**src/core/limit_switch_pkg.sv**
```systemverilog
// Package for the limit switch output: register map, field layouts,
// reset values, mode encodings and the delay time base.
// Assumes a 125 MHz clock and an APB master with 32-bit data.
// Functional notes
// - In diagnostic mode software chooses alarm, alarm or warning, or warning as the controlling event class.
// - In diagnostic mode the output is closed while no chosen event is active and open while one is.
// - Switch-on and switch-off thresholds are signed floating-point values in the measured variable's units.
// - With switch-on above switch-off, the output closes once the value rises above switch-on.
// - With switch-on above switch-off, the output opens once the value drops below switch-off.
// - With switch-on below switch-off, the output closes once the value falls below switch-on.
// - With switch-on below switch-off, the output opens once the value rises above switch-off.
// - In limit mode with a variable assigned, closing is postponed by a switch-on delay of 0.0 to 100.0 s.
// - In limit mode with a variable assigned, opening is postponed by a switch-off delay of 0.0 to 100.0 s.
// - In limit or digital-output mode an alarm keeps the computed state or forces open or closed.
// - The present open or closed state of the switch can be read back as a status value.
// - A yes/no polarity setting exists, and no leaves the behaviour unchanged.
// - Polarity yes swaps open and closed relative to the plain behaviour in every mode.
package limit_switch_pkg;

  localparam logic [7:0]  OFF_CTRL      = 8'h00;
  localparam logic [7:0]  OFF_ON_VALUE  = 8'h04;
  localparam logic [7:0]  OFF_OFF_VALUE = 8'h08;
  localparam logic [7:0]  OFF_ON_DELAY  = 8'h0C;
  localparam logic [7:0]  OFF_OFF_DELAY = 8'h10;
  localparam logic [7:0]  OFF_STATUS    = 8'h14;

  // Control field positions
  localparam int CTRL_FUNC_LSB   = 0;
  localparam int CTRL_CLASS_LSB  = 4;
  localparam int CTRL_FAIL_LSB   = 6;
  localparam int CTRL_INVERT_BIT = 8;
  localparam int CTRL_ASSIGN_BIT = 9;

  localparam logic [31:0] CTRL_RESET  = 32'h0000_0000;
  localparam logic [31:0] VALUE_RESET = 32'h0000_0000;
  localparam logic [9:0]  DELAY_RESET = 10'h000;

  // Delays are kept in tenths of a second, up to 100.0 s
  localparam logic [9:0]  DELAY_MAX_STEPS = 10'h3E8;
  localparam int          DELAY_STEP_MS   = 100;
  localparam int          CLK_HZ          = 125_000_000;
  localparam int          STEP_CYCLES     = DELAY_STEP_MS * (CLK_HZ / 1000);

  typedef enum logic [2:0] {
    FUNC_OFF, FUNC_ON, FUNC_DIAG, FUNC_LIMIT, FUNC_DIGITAL
  } func_t;

  typedef enum logic [1:0] {
    CLASS_ALARM, CLASS_ALARM_OR_WARN, CLASS_WARN
  } diag_class_t;

  typedef enum logic [1:0] {
    FAIL_ACTUAL, FAIL_OPEN, FAIL_CLOSED
  } fail_mode_t;

  typedef struct packed {
    logic        assigned;
    logic        invert;
    fail_mode_t  fail_mode;
    diag_class_t diag_class;
    logic [0:0]  spare;
    func_t       func;
  } ctrl_t;

  typedef struct packed {
    logic        digital;
    logic        warning;
    logic        alarm;
    logic [31:0] value;
  } meas_t;

endpackage

```
**src/core/limit_switch_output.sv**
```systemverilog
// Switch output controller with APB register access.
// Assumes measured value and event inputs come from logic on i_clk.
//
// The register offsets and register access over APB were left to the implementer.
`timescale 1ns/1ps
module limit_switch_output
  import limit_switch_pkg::*;
#(
  parameter int STEP_CYC = STEP_CYCLES
) (
  input  wire logic        i_clk,
  input  wire logic        i_rstn,
  input  wire logic        psel,
  input  wire logic        penable,
  input  wire logic        pwrite,
  input  wire logic [7:0]  paddr,
  input  wire logic [31:0] pwdata,
  output logic      [31:0] prdata,
  output logic             pready,
  output logic             pslverr,
  input  wire meas_t       i_meas,
  output logic             o_switch_closed
);

  ctrl_t       ctrl_reg;
  logic [31:0] on_value_reg;
  logic [31:0] off_value_reg;
  logic [9:0]  on_delay_reg;
  logic [9:0]  off_delay_reg;
  logic [31:0] prdata_reg;
  logic        err_reg;
  logic        limit_reg;
  logic [9:0]  step_cnt_reg;
  logic [31:0] presc_reg;
  logic        out_reg;

  logic        setup;
  logic        wr_en;
  logic        mapped;
  logic [31:0] rd_val;
  logic [31:0] meas_key;
  logic [31:0] on_key;
  logic [31:0] off_key;
  logic        rising_mode;
  logic        target;
  logic        pending;
  logic [9:0]  dly_sel;
  logic        tick;
  logic        event_sel;
  logic        base_state;
  logic        forced_state;

  // Maps an IEEE single to a key whose unsigned order is numeric order
  function automatic logic [31:0] float_key(input logic [31:0] f);
    float_key = f[31] ? ~f : {1'b1, f[30:0]};
  endfunction

  function automatic logic [9:0] clamp_delay(input logic [31:0] d);
    clamp_delay = (d > {22'h0, DELAY_MAX_STEPS}) ? DELAY_MAX_STEPS
                                                 : d[9:0];
  endfunction

  function automatic logic is_mapped(input logic [7:0] a);
    is_mapped = (a == OFF_CTRL) || (a == OFF_ON_VALUE) ||
                (a == OFF_OFF_VALUE) || (a == OFF_ON_DELAY) ||
                (a == OFF_OFF_DELAY) || (a == OFF_STATUS);
  endfunction

  // Bus decode; zero wait states, data captured in the setup cycle
  assign setup   = psel && !penable;
  assign wr_en   = psel && penable && pwrite;
  assign mapped  = is_mapped(paddr);
  assign pready  = 1'b1;
  assign pslverr = psel && penable && err_reg;
  assign prdata  = prdata_reg;

  always_comb begin
    rd_val = 32'h0000_0000;
    unique case (paddr)
      OFF_CTRL:      rd_val = {22'h0, ctrl_reg};
      OFF_ON_VALUE:  rd_val = on_value_reg;
      OFF_OFF_VALUE: rd_val = off_value_reg;
      OFF_ON_DELAY:  rd_val = {22'h0, on_delay_reg};
      OFF_OFF_DELAY: rd_val = {22'h0, off_delay_reg};
      OFF_STATUS:    rd_val = {29'h0, pending, limit_reg, out_reg};
      default:       rd_val = 32'h0000_0000;
    endcase
  end

  always_ff @(posedge i_clk or negedge i_rstn) begin
    if (!i_rstn) begin
      prdata_reg <= 32'h0000_0000;
      err_reg    <= 1'b0;
    end else if (setup) begin
      prdata_reg <= pwrite ? 32'h0000_0000 : rd_val;
      err_reg    <= !mapped || (pwrite && paddr == OFF_STATUS);
    end
  end

  // thresholds stored as raw signed floats
  always_ff @(posedge i_clk or negedge i_rstn) begin
    if (!i_rstn) begin
      ctrl_reg      <= ctrl_t'(CTRL_RESET[9:0]);
      on_value_reg  <= VALUE_RESET;
      off_value_reg <= VALUE_RESET;
      on_delay_reg  <= DELAY_RESET;
      off_delay_reg <= DELAY_RESET;
    end else if (wr_en) begin
      unique case (paddr)
        OFF_CTRL:      ctrl_reg      <= ctrl_t'(pwdata[9:0]);
        OFF_ON_VALUE:  on_value_reg  <= pwdata;
        OFF_OFF_VALUE: off_value_reg <= pwdata;
        OFF_ON_DELAY:  on_delay_reg  <= clamp_delay(pwdata);
        OFF_OFF_DELAY: off_delay_reg <= clamp_delay(pwdata);
        default:       ;
      endcase
    end
  end

  assign meas_key    = float_key(i_meas.value);
  assign on_key      = float_key(on_value_reg);
  assign off_key     = float_key(off_value_reg);
  assign rising_mode = on_key > off_key;

  // Hysteresis comparator
  always_comb begin
    target = limit_reg;
    if (!ctrl_reg.assigned) begin
      target = 1'b0;
    end else if (rising_mode) begin
      if (meas_key > on_key) begin
        target = 1'b1;
      end else if (meas_key < off_key) begin
        target = 1'b0;
      end else begin
        target = limit_reg;
      end
    end else begin
      if (meas_key < on_key) begin
        target = 1'b1;
      end else if (meas_key > off_key) begin
        target = 1'b0;
      end else begin
        target = limit_reg;
      end
    end
  end

  // Delay runs only while the target differs; a glitch restarts it
  assign pending = target != limit_reg;
  assign dly_sel = target ? on_delay_reg : off_delay_reg;
  assign tick    = presc_reg == 32'(STEP_CYC - 1);

  always_ff @(posedge i_clk or negedge i_rstn) begin
    if (!i_rstn) begin
      presc_reg <= 32'h0000_0000;
    end else if (!pending || tick) begin
      presc_reg <= 32'h0000_0000;
    end else begin
      presc_reg <= presc_reg + 32'h0000_0001;
    end
  end

  always_ff @(posedge i_clk or negedge i_rstn) begin
    if (!i_rstn) begin
      step_cnt_reg <= 10'h000;
      limit_reg    <= 1'b0;
    end else if (!pending) begin
      step_cnt_reg <= 10'h000;
    end else if (step_cnt_reg >= dly_sel) begin
      step_cnt_reg <= 10'h000;
      limit_reg    <= target;
    end else if (tick) begin
      step_cnt_reg <= step_cnt_reg + 10'h001;
    end
  end

  always_comb begin
    unique case (ctrl_reg.diag_class)
      CLASS_ALARM:         event_sel = i_meas.alarm;
      CLASS_ALARM_OR_WARN: event_sel = i_meas.alarm || i_meas.warning;
      CLASS_WARN:          event_sel = i_meas.warning;
      default:             event_sel = i_meas.alarm;
    endcase
  end

  always_comb begin
    unique case (ctrl_reg.func)
      FUNC_OFF:     base_state = 1'b0;
      FUNC_ON:      base_state = 1'b1;
      FUNC_DIAG:    base_state = !event_sel;
      FUNC_LIMIT:   base_state = limit_reg;
      FUNC_DIGITAL: base_state = i_meas.digital;
      default:      base_state = 1'b0;
    endcase
  end

  always_comb begin
    forced_state = base_state;
    if ((ctrl_reg.func == FUNC_LIMIT || ctrl_reg.func == FUNC_DIGITAL)
        && i_meas.alarm) begin
      unique case (ctrl_reg.fail_mode)
        FAIL_OPEN:   forced_state = 1'b0;
        FAIL_CLOSED: forced_state = 1'b1;
        default:     forced_state = base_state;
      endcase
    end
  end

  always_ff @(posedge i_clk or negedge i_rstn) begin
    if (!i_rstn) begin
      out_reg <= 1'b0;
    end else begin
      out_reg <= forced_state ^ ctrl_reg.invert;
    end
  end

  assign o_switch_closed = out_reg;
endmodule

```
**config.mk**
```make
export PLATFORM = sky130hd
export DESIGN_NAME = limit_switch_output
export DESIGN_NICKNAME = d
export VERILOG_FILES = /design/src/core/limit_switch_pkg.sv /design/src/core/limit_switch_output.sv
export SDC_FILE = /design/constraint.sdc
export NUM_CORES = 1
export LEC_CHECK = 0
export BUFFER_PORTS_ARGS = -buffer_cell sky130_fd_sc_hd__clkbuf_2
export CAP_MARGIN = 20
export CORE_ASPECT_RATIO = 1.75
export CORE_MARGIN = 3
export CORE_UTILIZATION = 54
export CTS_CLUSTER_DIAMETER = 30
export DETAILED_ROUTE_END_ITERATION = 8
export GPL_ROUTABILITY_DRIVEN = 0
export PLACE_DENSITY = 0.8
export SYNTH_ARGS = -nofsm -noshare
export SYNTH_HDL_FRONTEND = slang
export SYNTH_SLANG_ARGS = --single-unit
```
**constraint.sdc**
```tcl
create_clock -name i_clk -period 5.8 [get_ports i_clk]
set_clock_uncertainty 0.2 [all_clocks]
set_input_delay 1.16 -clock i_clk [delete_from_list [all_inputs] [get_ports i_clk]]
set_output_delay 1.16 -clock i_clk [all_outputs]
set_load 0.1 [all_outputs]
```
### Word-level counts from Yosys, hierarchy flattened

Cells that the tools add are included.

| cells by class | value |
|---|---|
| equal/unequal tests | 16 |
| magnitude comparators | 7 |
| add/sub/neg operators | 2 |
| reduce and logical (&&, ||, !) cells | 26 |
| bitwise operators | 4 |
| mux-type cells | 21 |

Operator list:

| cell | count |
|---|---|
| $pmux 32 s6 | 1 |
| $mux 32 | 5 |
| $gt 32x32->1 | 3 |
| $not 32->32 | 3 |
| $lt 32x32->1 | 2 |
| $mux 10 | 5 |
| $add 32x1->32 const B | 1 |
| $eq 32x24->1 const B | 1 |
| $gt 32x10->1 const B | 1 |
| $eq 8x4->1 const B | 2 |
| $eq 8x5->1 const B | 2 |
| $reduce_and 2->1 | 6 |
| $add 10x1->10 const B | 1 |
| $ge 10x10->1 | 1 |
| $logic_or 1x1->1 | 9 |
| $eq 8x3->1 const B | 1 |
| $logic_not 8->1 | 1 |
| $mux 1 | 7 |
| $eq 3x2->1 const B | 2 |
| $logic_and 1x1->1 | 6 |
| $eq 2x1->1 const B | 2 |
| $eq 2x2->1 const B | 2 |
| $logic_not 1->1 | 4 |
| $pmux 1 s2 | 2 |
| other kinds (6) | 6 |

| word-level totals | value |
|---|---|
| register bits after elaboration | 171 |
| input port bits | 80 |
| output and inout port bits | 35 |

### Longest topological paths before layout

Gate-level depths: netlist of the first run.

| depth | value |
|---|---|
| word-level depth | 11 |
| depth in mapped cells | 25 |
| depth with buffers taken out | 22 |

### Worst setup path after synthesis of the first run

OpenSTA, ideal clock, no wires.

| timing path | value |
|---|---|
| kind | in2reg |
| start | in i_meas[31] (netlist bit) |
| end | reg step_cnt_reg[0] |
| library setup time | 0.088 ns |
| arrival | 6.374 ns |
| stages | 22 |
| buffers on the path | 3 |
| setup slack | -0.862 ns |
| path through | clkbuf_1 -> buf_1 -> xor2_1 -> ha_1 -> nand3_1 -> or4_4 -> or4_1 -> o311a_1 -> nor3_2 -> o21bai_1 -> mux2_2 -> ha_1 -> nand2b_1 -> a21o_1 -> a21o_1 -> a21o_1 -> a21o_1 -> a21o_1 -> a211oi_1 -> o21ai_0 -> clkbuf_1 -> nor3_1 |

| between the ends | value |
|---|---|
| word-level cells in the longest chain between the ends | 11 |
| elaborated cells between the ends (all ways) | 18 |
| classes of those cells | 5 x order compare; 2 x eq/ne; 10 x mux; 1 x bitwise |

RTL lines:

| element | RTL line | text |
|---|---|---|
| from (decl) | limit_switch_output.sv:21 | `input wire meas_t i_meas,` |
| $not 32->32 | limit_switch_output.sv:55 | `float_key = f[31] ? ~f : {1'b1, f[30:0]};` |
| $mux 32 * | limit_switch_output.sv:55 |  |
| $gt 32x32->1 or $lt 32x32->1 (tied branches) | limit_switch_output.sv:141, limit_switch_output.sv:133 |  |
| $mux 1, on equally long branches | limit_switch_output.sv:141, limit_switch_output.sv:133 |  |
| $mux 1, on equally long branches | limit_switch_output.sv:139, limit_switch_output.sv:131 |  |
| $mux 1 * | limit_switch_output.sv:130 | `end else if (rising_mode) begin` |
| $mux 1 * | limit_switch_output.sv:128 | `if (!ctrl_reg.assigned) begin` |
| $mux 10 | limit_switch_output.sv:151 | `assign dly_sel = target ? on_delay_reg : off_delay_reg;` |
| $ge 10x10->1 | limit_switch_output.sv:170 | `end else if (step_cnt_reg >= dly_sel) begin` |
| $mux 10 | limit_switch_output.sv:170 |  |
| $mux 10 | limit_switch_output.sv:168 | `end else if (!pending) begin` |
| to (signal assigned) | limit_switch_output.sv:174 | `step_cnt_reg <= step_cnt_reg + 10'h001;` |
| to (decl) | limit_switch_output.sv:33 | `logic [9:0] step_cnt_reg;` |

Every way passes the cells marked *; elsewhere a longest branch is shown, timed or not.
A chain may end at the register's enable or synchronous reset.

### Final worst setup path of the first run

| timing path | value |
|---|---|
| start | in i_meas[31] (netlist bit) |
| end | reg step_cnt_reg[1] |

The elaborated chain is that of the path after synthesis.

==> results of run 1 <==
## area by class of cell
| class | instances | share of cell area (%) |
|---|---|---|
| Clock buffer | 17 | 3.23 |
| Timing Repair Buffer | 171 | 8.46 |
| Multi-Input combinational cell | 839 | 50.5 |
| Tap cell | 245 | 2.33 |
| Inverter | 49 | 1.40 |
| Clock inverter | 15 | 1.61 |
| Sequential cell | 171 | 32.5 |
## per-layer routing
metal  up-vias  share of wire, %  GRT usage (%)  routed length, µm
met5         -                 0              0                  0
met4         0               7.3           17.4               2240
met3       129               4.1           3.64               1260
met2       357                53           47.4              16000
met1      4490                36           29.3              11000
li1       4250                 -              -                  -
## power breakdown
group	internal [µW]	total, µW	switching (µW)	leakage (µW)
Combinational	194	451	258	0.00352
Sequential	1200	1220	15.6	0.00236
Clock	729	1240	507	0.000296
Total	2130	2910	780	0.00618
## timing repair
action / CTS / global route
cloned: 0 / 2
setup buffers: 1 / 4
gates resized for setup: 3 / 28
setup endpoints to repair: 11 / 11
hold buffers: 0 / 0
pin swaps: 1 / 6
## layout by cell type (no fill, tap or decap), types with 19 or more instances in the layout
master     count
a21oi_1       46
a22oi_1       29
buf_4         48
clkbuf_16     19
clkbuf_2     111
dfrtp_1      169
ha_1         108
inv_1         49
mux2_2        71
nand2_1       95
nand3_1       26
nand4_1       21
nor2_1        63
nor3_2        24
o21ai_0       59
xnor2_1       53
xor2_1        71
## kinds of logic (layout without fill, tap and decap cells)
logic type	count (synthesis)	count (layout)	share of synthesized area, %
muxes	90	90	8.92
xor gates and xnor gates	134	134	10.6
buffers and inverters	97	252	3.63
DFF	171	171	38.5
AOI/OAI and AO/OA	209	209	12.2
other	1	1	0.0338
adders and majority gates	109	109	12.3
and+or+nand+nor	296	296	13.8
## per-stage QoR
| step | cells | cell area [µm²] | hold slack (ps) |
|---|---|---|---|
| after floorplan | 1107 | 11200 | 243 |
| final | 1507 | 13200 | 281 |
| after CTS | 1501 | 12900 | 288 |
| after global placement | 1468 | 12300 | 264 |
| after detailed placement | 1468 | 12300 | 272 |
| after global routing | 1507 | 13200 | 304 |
## tightest hold or removal path, cell delays in order (launching register included)
cell and delay [ps]:
dfrtp_1 340, nand2_1 50, o21ai_0 60
## how the worst max path moves through the flow
stage | cells after the start | from | to | slack (ps)
after global routing | 23 | on_value_reg[31] | step_cnt_reg[1] | -90
after floorplan | 22 | i_meas[31] | step_cnt_reg[0] | -120
after detailed placement | 26 | i_meas[31] | step_cnt_reg[2] | -580
after global placement | 25 | i_meas[31] | step_cnt_reg[9] | -430
after CTS | 25 | i_meas[31] | step_cnt_reg[2] | 60
final | 22 | i_meas[31] | step_cnt_reg[1] | -6
==> summary.txt, run 1 <==
Pwr
  – Final Power: ~2900 µW
  – Maximum vdd drop: around 0.2 mV
  – Pwr dens: roughly 220 nW/µm²
  – Leak Pwr: around 0.0062 µW

Finish
  – Nets: 1438
  – Multi-input gate area: approximately 6600 µm²
  – Share of cells above drive strength 1: roughly a quarter
  – Reg area: roughly 4300 µm²
  – Ant. Diodes: 0
  – Final design utilization: between 60% and 70%
  – # fillers: ~1.5k
  – Area grow syn2layout: 18.6%

Floorplanning
  – Initial core utilization: 55.6%
  – Core area: around 20000 µm²
  – Die Span X: about 110 µm
  – Die area: roughly 22000 µm²
  – Io pins: ~120
  – DIE HEIGHT: 196 µm
  – Site Rows: ~70

Detailed routing
  – DR DRC count: 0
  – Post-route ant nets: 0
  – Vias: about 9.2k
  – Violation count after the first detailed-route iteration: 729
  – TritonRoute pass-1 iters: 9
  – WL/cell: 20.2 µm
  – Final wirelength: about 30 mm
  – Vias/cell: just over 6

Critical path
  – Worst Setup End Kind: flip-flop
  – Start of the worst register-to-register path: on_value_reg[31]
  – R2R setup slack: roughly 150 ps
  – Slowest stage delay, CP: around 550 ps
  – Worst endpoint required time: 5950 ps
  – Critical R2R Capture: step_cnt_reg[1]
  – CP Launch Type: input pin
  – CP dominant cell by count: a21o_1
  – Worst-path maximum fanout: 6
  – Slowest cell on crit path: or4_4
  – WP buf/inv: 3
  – Cell class contributing the biggest share of worst-path delay: compound AO/OA/AOI/OAI gates
  – Worst path cell trace: buf_2 > clkbuf_16 > xor2_2 > ha_1 > nand4_1 > or4_4 > or4_4 > o311a_4 > nor3_4 > o21bai_4 > mux2_4 > ha_4 > nand2b_1 > a21o_1 > a21o_1 > a21o_1 > a21o_1 > a21o_1 > a211oi_2 > o21ai_2 > clkbuf_16 > nor3_2
  – Cell count of the worst reg-to-reg path: 21
  – WS Path Type: in2reg
  – Arr. time, crit path: between 5000 and 6000 ps

Global routing
  – Largest net degree at the start of global routing: roughly 100
  – GRT overflow: 0
  – Initial antenna violation count: 0
  – Number of global-route vias before repair: approximately 9.4k
  – First-pass GRT wire length: 47.0 mm
  – GRT Overall Usage: 26.8%

Yosys
  – Yosys reg bits: between 150 and 200
  – Avg Inst Size Synth: 10.0 µm²
  – Post-synth ARST share: 100%
  – Syn Nets: roughly 1.3k
  – Yosys warning total: 0
  – Post-synth top cells: 171 x dfrtp_1, 109 x ha_1, 95 x nand2_1
  – Top FF cell, synth: dfrtp_1
  – Synthesized netlist cell count: 1107
  – Post-synth EDFFs: 0
  – Top cell type's share of synthesized area: 38.5%
  – Yosys top cell by area: dfrtp_1
  – Synth top area cells: dfrtp_1 39%, ha_1 12%, mux2_2 7.3%, xor2_1 6.4%, xnor2_1 4.2%
  – Post-synthesis cell type count: 60
  – Sequential-to-total area share from yosys stat: between 30 and 40%
  – Most common cell in the netlist: dfrtp_1
  – Post-synthesis cell area: roughly 11000 µm²

CTS
  – Root buffer selected by CTS: clkbuf_16
  – H-tree lvl count: 4
  – Worst skew pair latency: ~440 ps
  – TritonCTS clock tree: yes
  – CTS Sinks: approximately 170
  – Clock-pin slew on the worst setup and hold paths: 60 ps
  – Inserted Clock Buffers: 17
  – Max clock buf depth: 2

Timing
  – Final worst slack: -6.16 ps
  – Fin crit share: 100%
  – Final Setup Violations: 3
  – Minimum clock period: ~5800 ps
  – Final Hold Viols: 0
  – FMAX: between 150 and 200 MHz
  – Total negative slack: -13.9 ps
  – Worst-margin pin slew: slightly below 1000 ps
  – Fin. max-slew vios: 0
  – Worst slew margin: ~36%

Run status
  – Outcome: finished with violations
  – Failing checks: setup timing

Place
  – Hpwl dp: ~23 mm
  – DP Worst Slack: -578 ps
  – I/O Buffers: about 110

Hold path
  – Worst Hold End: prdata[23]
  – HP Class: reg2reg
  – Hold Path Depth: 2
  – Hold Crit Start: prdata[23]

Run
  – Max-cap violations: 0
No activity file was read; power rests on OpenSTA's default activity.
==> run 2: changes to the inputs <==
PLACE_DENSITY = 0.77   (was 0.8)
REMOVE_ABC_BUFFERS = 1   (was unset)
==> run 2 against run 1 <==
  * The run now ends clean
  * First-iteration DRC count down 13%
  * Sequential cell count unchanged
  * Clock power down 13%
  * Critical path type unchanged
==> summary.txt, run 2 (synthesis results as in run 1) <==
Pwr
  – Leak Pwr: between 0.006 and 0.007 µW
  – Pwr dens: roughly 210 nW/µm²
  – Clock power frac: between 30% and 40%
  – Final Power: around 2700 µW
  – Pint: between 1500 and 2000 µW
  – Sw Pwr: 766 µW
  – Power share of the combinational group: between 10% and 20%
  – Switching Share: about 28%
  – Maximum vdd drop: 0.259 mV
  – Register share of total power: around 44%

Floorplanning
  – Die Span X: between 100 and 150 µm
  – DIE HEIGHT: 196 µm
  – Core area: 20000 µm²
  – Site Rows: around 70
  – Initial core utilization: roughly 56%
  – Io pins: around 120
  – Die area: about 22000 µm²

CTS
  – TritonCTS clock tree: yes
  – Inserted Clock Buffers: 17
  – Worst skew pair latency: 440 ps
  – Clock-pin slew on the worst setup and hold paths: around 70 ps
  – Post-CTS Hold Fix Bufs: 0
  – Root buffer selected by CTS: clkbuf_16
  – H-tree lvl count: 4
  – CTS Sinks: roughly 170
  – Max clock buf depth: 2

Global routing
  – Initial antenna violation count: 0
  – GRT overflow: 0
  – Largest net degree at the start of global routing: about 90
  – GRT Overall Usage: 26.6%
  – First-pass GRT wire length: 46.9 mm
  – Number of global-route vias before repair: approximately 9.5k

Timing
  – Final Hold Viols: 0
  – FMAX: between 150 and 200 MHz
  – Final worst slack: 33.5 ps
  – Minimum clock period: 5770 ps
  – Fin crit share: 99.4%
  – Worst-margin pin slew: approximately 950 ps
  – Worst slew margin: 36.8%
  – Final Setup Violations: 0
  – RSZ-0062 raised after global routing: true
  – WHS: 276 ps
  – Fin. max-slew vios: 0

Hold path
  – Worst Hold End: prdata[16]
  – Hold Path Depth: 2
  – HP Class: reg2reg
  – Hold Crit Start: prdata[16]

Finish
  – Nets: around 1.4k
  – Area grow syn2layout: 17.8%
  – Commonest non-fill, non-tap cell in the layout: dfrtp_1
  – Commonest cells after routing, fill and taps aside: 169 x dfrtp_1, 111 x clkbuf_2, 105 x ha_1
  – # fillers: between 1.5k and 2k
  – Ant. Diodes: 0
  – Share of cells above drive strength 1: 25.9%

Place
  – Hpwl dp: roughly 22 mm
  – I/O Buffers: ~110
  – DP Worst Slack: -585 ps

Critical path
  – Critical R2R Capture: limit_reg
  – Arr. time, crit path: just under 6000 ps
  – Cell count of the worst reg-to-reg path: 23
  – Worst Setup End Kind: flip-flop
  – Worst-path maximum fanout: 7
  – WS Path Type: in2reg
  – Start of the worst register-to-register path: on_value_reg[31]
  – CP Launch Type: input pin
  – Worst endpoint required time: between 5000 and 6000 ps
  – R2R setup slack: about 200 ps

Detailed routing
  – Violation count after the first detailed-route iteration: 634
  – DR DRC count: 0
  – Vias/cell: 6.08
  – TritonRoute pass-1 iters: 5
  – Post-route ant nets: 0
  – Vias: roughly 9.2k
  – WL/cell: 19.5 µm
  – Final wirelength: roughly 29 mm

Run
  – Max-cap violations: 0

Run status
  – Outcome: finished clean
[run 2: cell types whose count changed in the layout (fill, tap and decap cells not counted), moves of 2 or more]
cell / change
xor2_2: -9
bufinv_16: -4
inv_6: -2
clkbuf_8: +3
buf_4: +2
clkinvlp_4: -3
ha_4: +3
clkinv_4: +5
ha_1: -3
xor2_1: +6
xor2_4: +3
[run 2: per-layer routing]
layer  global-route usage, %  wire length (µm)
met5                       0                 0
met4                    15.5              1700
met3                    3.98              1220
met2                    46.7             15600
met1                    30.0             11000
[run 2: final cells by class]
| class | count | area [µm²] | area share [%] |
|---|---|---|---|
| Tap cell | 245 | 307 | 2.34 |
| Sequential cell | 171 | 4280 | 32.7 |
| Timing Repair Buffer | 171 | 1100 | 8.38 |
| Multi-Input combinational cell | 839 | 6650 | 50.9 |
| Inverter | 49 | 184 | 1.41 |
| Clock inverter | 11 | 88.8 | 0.679 |
| Clock buffer | 21 | 470 | 3.60 |
[run 2: critical path, cell delays in order]
cell and delay (ps):
buf_8 110, buf_12 150, xor2_2 150, ha_1 310
nand4_1 100, or4_4 560, or4_4 560, o2111ai_4 210
o311a_1 240, nor3_2 50, o21bai_4 180, mux2_4 330
ha_4 210, nand2b_4 120, a21o_1 140, a21o_1 150
a21o_1 150, a21o_1 150, a21o_1 170, a211oi_2 270
o21ai_2 120, buf_6 160, mux2i_1 110
[run 2: repair_timing]
| item | in CTS | in global routing |
|---|---|---|
| cloned | 1 | 1 |
| buffers inserted | 3 | 1 |
| setup endpoints to repair | 11 | 11 |
| pin swaps | 8 | 31 |
| resized for setup | 9 | 27 |
[run 2: how the worst max path moves through the flow]
| stage | start | to | slack [ps] | depth (start not counted) |
|---|---|---|---|---|
| floorplan | on_value_reg[31] | limit_reg | -1090 | 20 |
| global placement | i_meas[31] | limit_reg | -470 | 22 |
| detailed placement | i_meas[31] | step_cnt_reg[9] | -580 | 22 |
| CTS | i_meas[31] | step_cnt_reg[3] | -7 | 23 |
| global route | i_meas[31] | limit_reg | -120 | 23 |
| finish | i_meas[31] | limit_reg | 30 | 23 |
[run 2: power groups by stage]
stage               Sequential [µW]  Combinational [µW]  Clock (µW)
finish                         1220                 448        1080
global route                   1220                 497        1150
CTS                            1220                 424        1100
detailed placement             1240                 413           0
global placement               1240                 400           0
floorplan                      1240                 230           0
[run 2: stage by stage]
stage	cells	cell area, µm²	util, %	TNS (ps)
CTS	1505	12900	64.3	-11.8
global placement	1469	12200	61.2	-4940
global route	1507	13100	65.4	-759
detailed placement	1469	12200	61.2	-5910
floorplan	1059	10900	-	-11370
finish	1507	13100	65.4	0
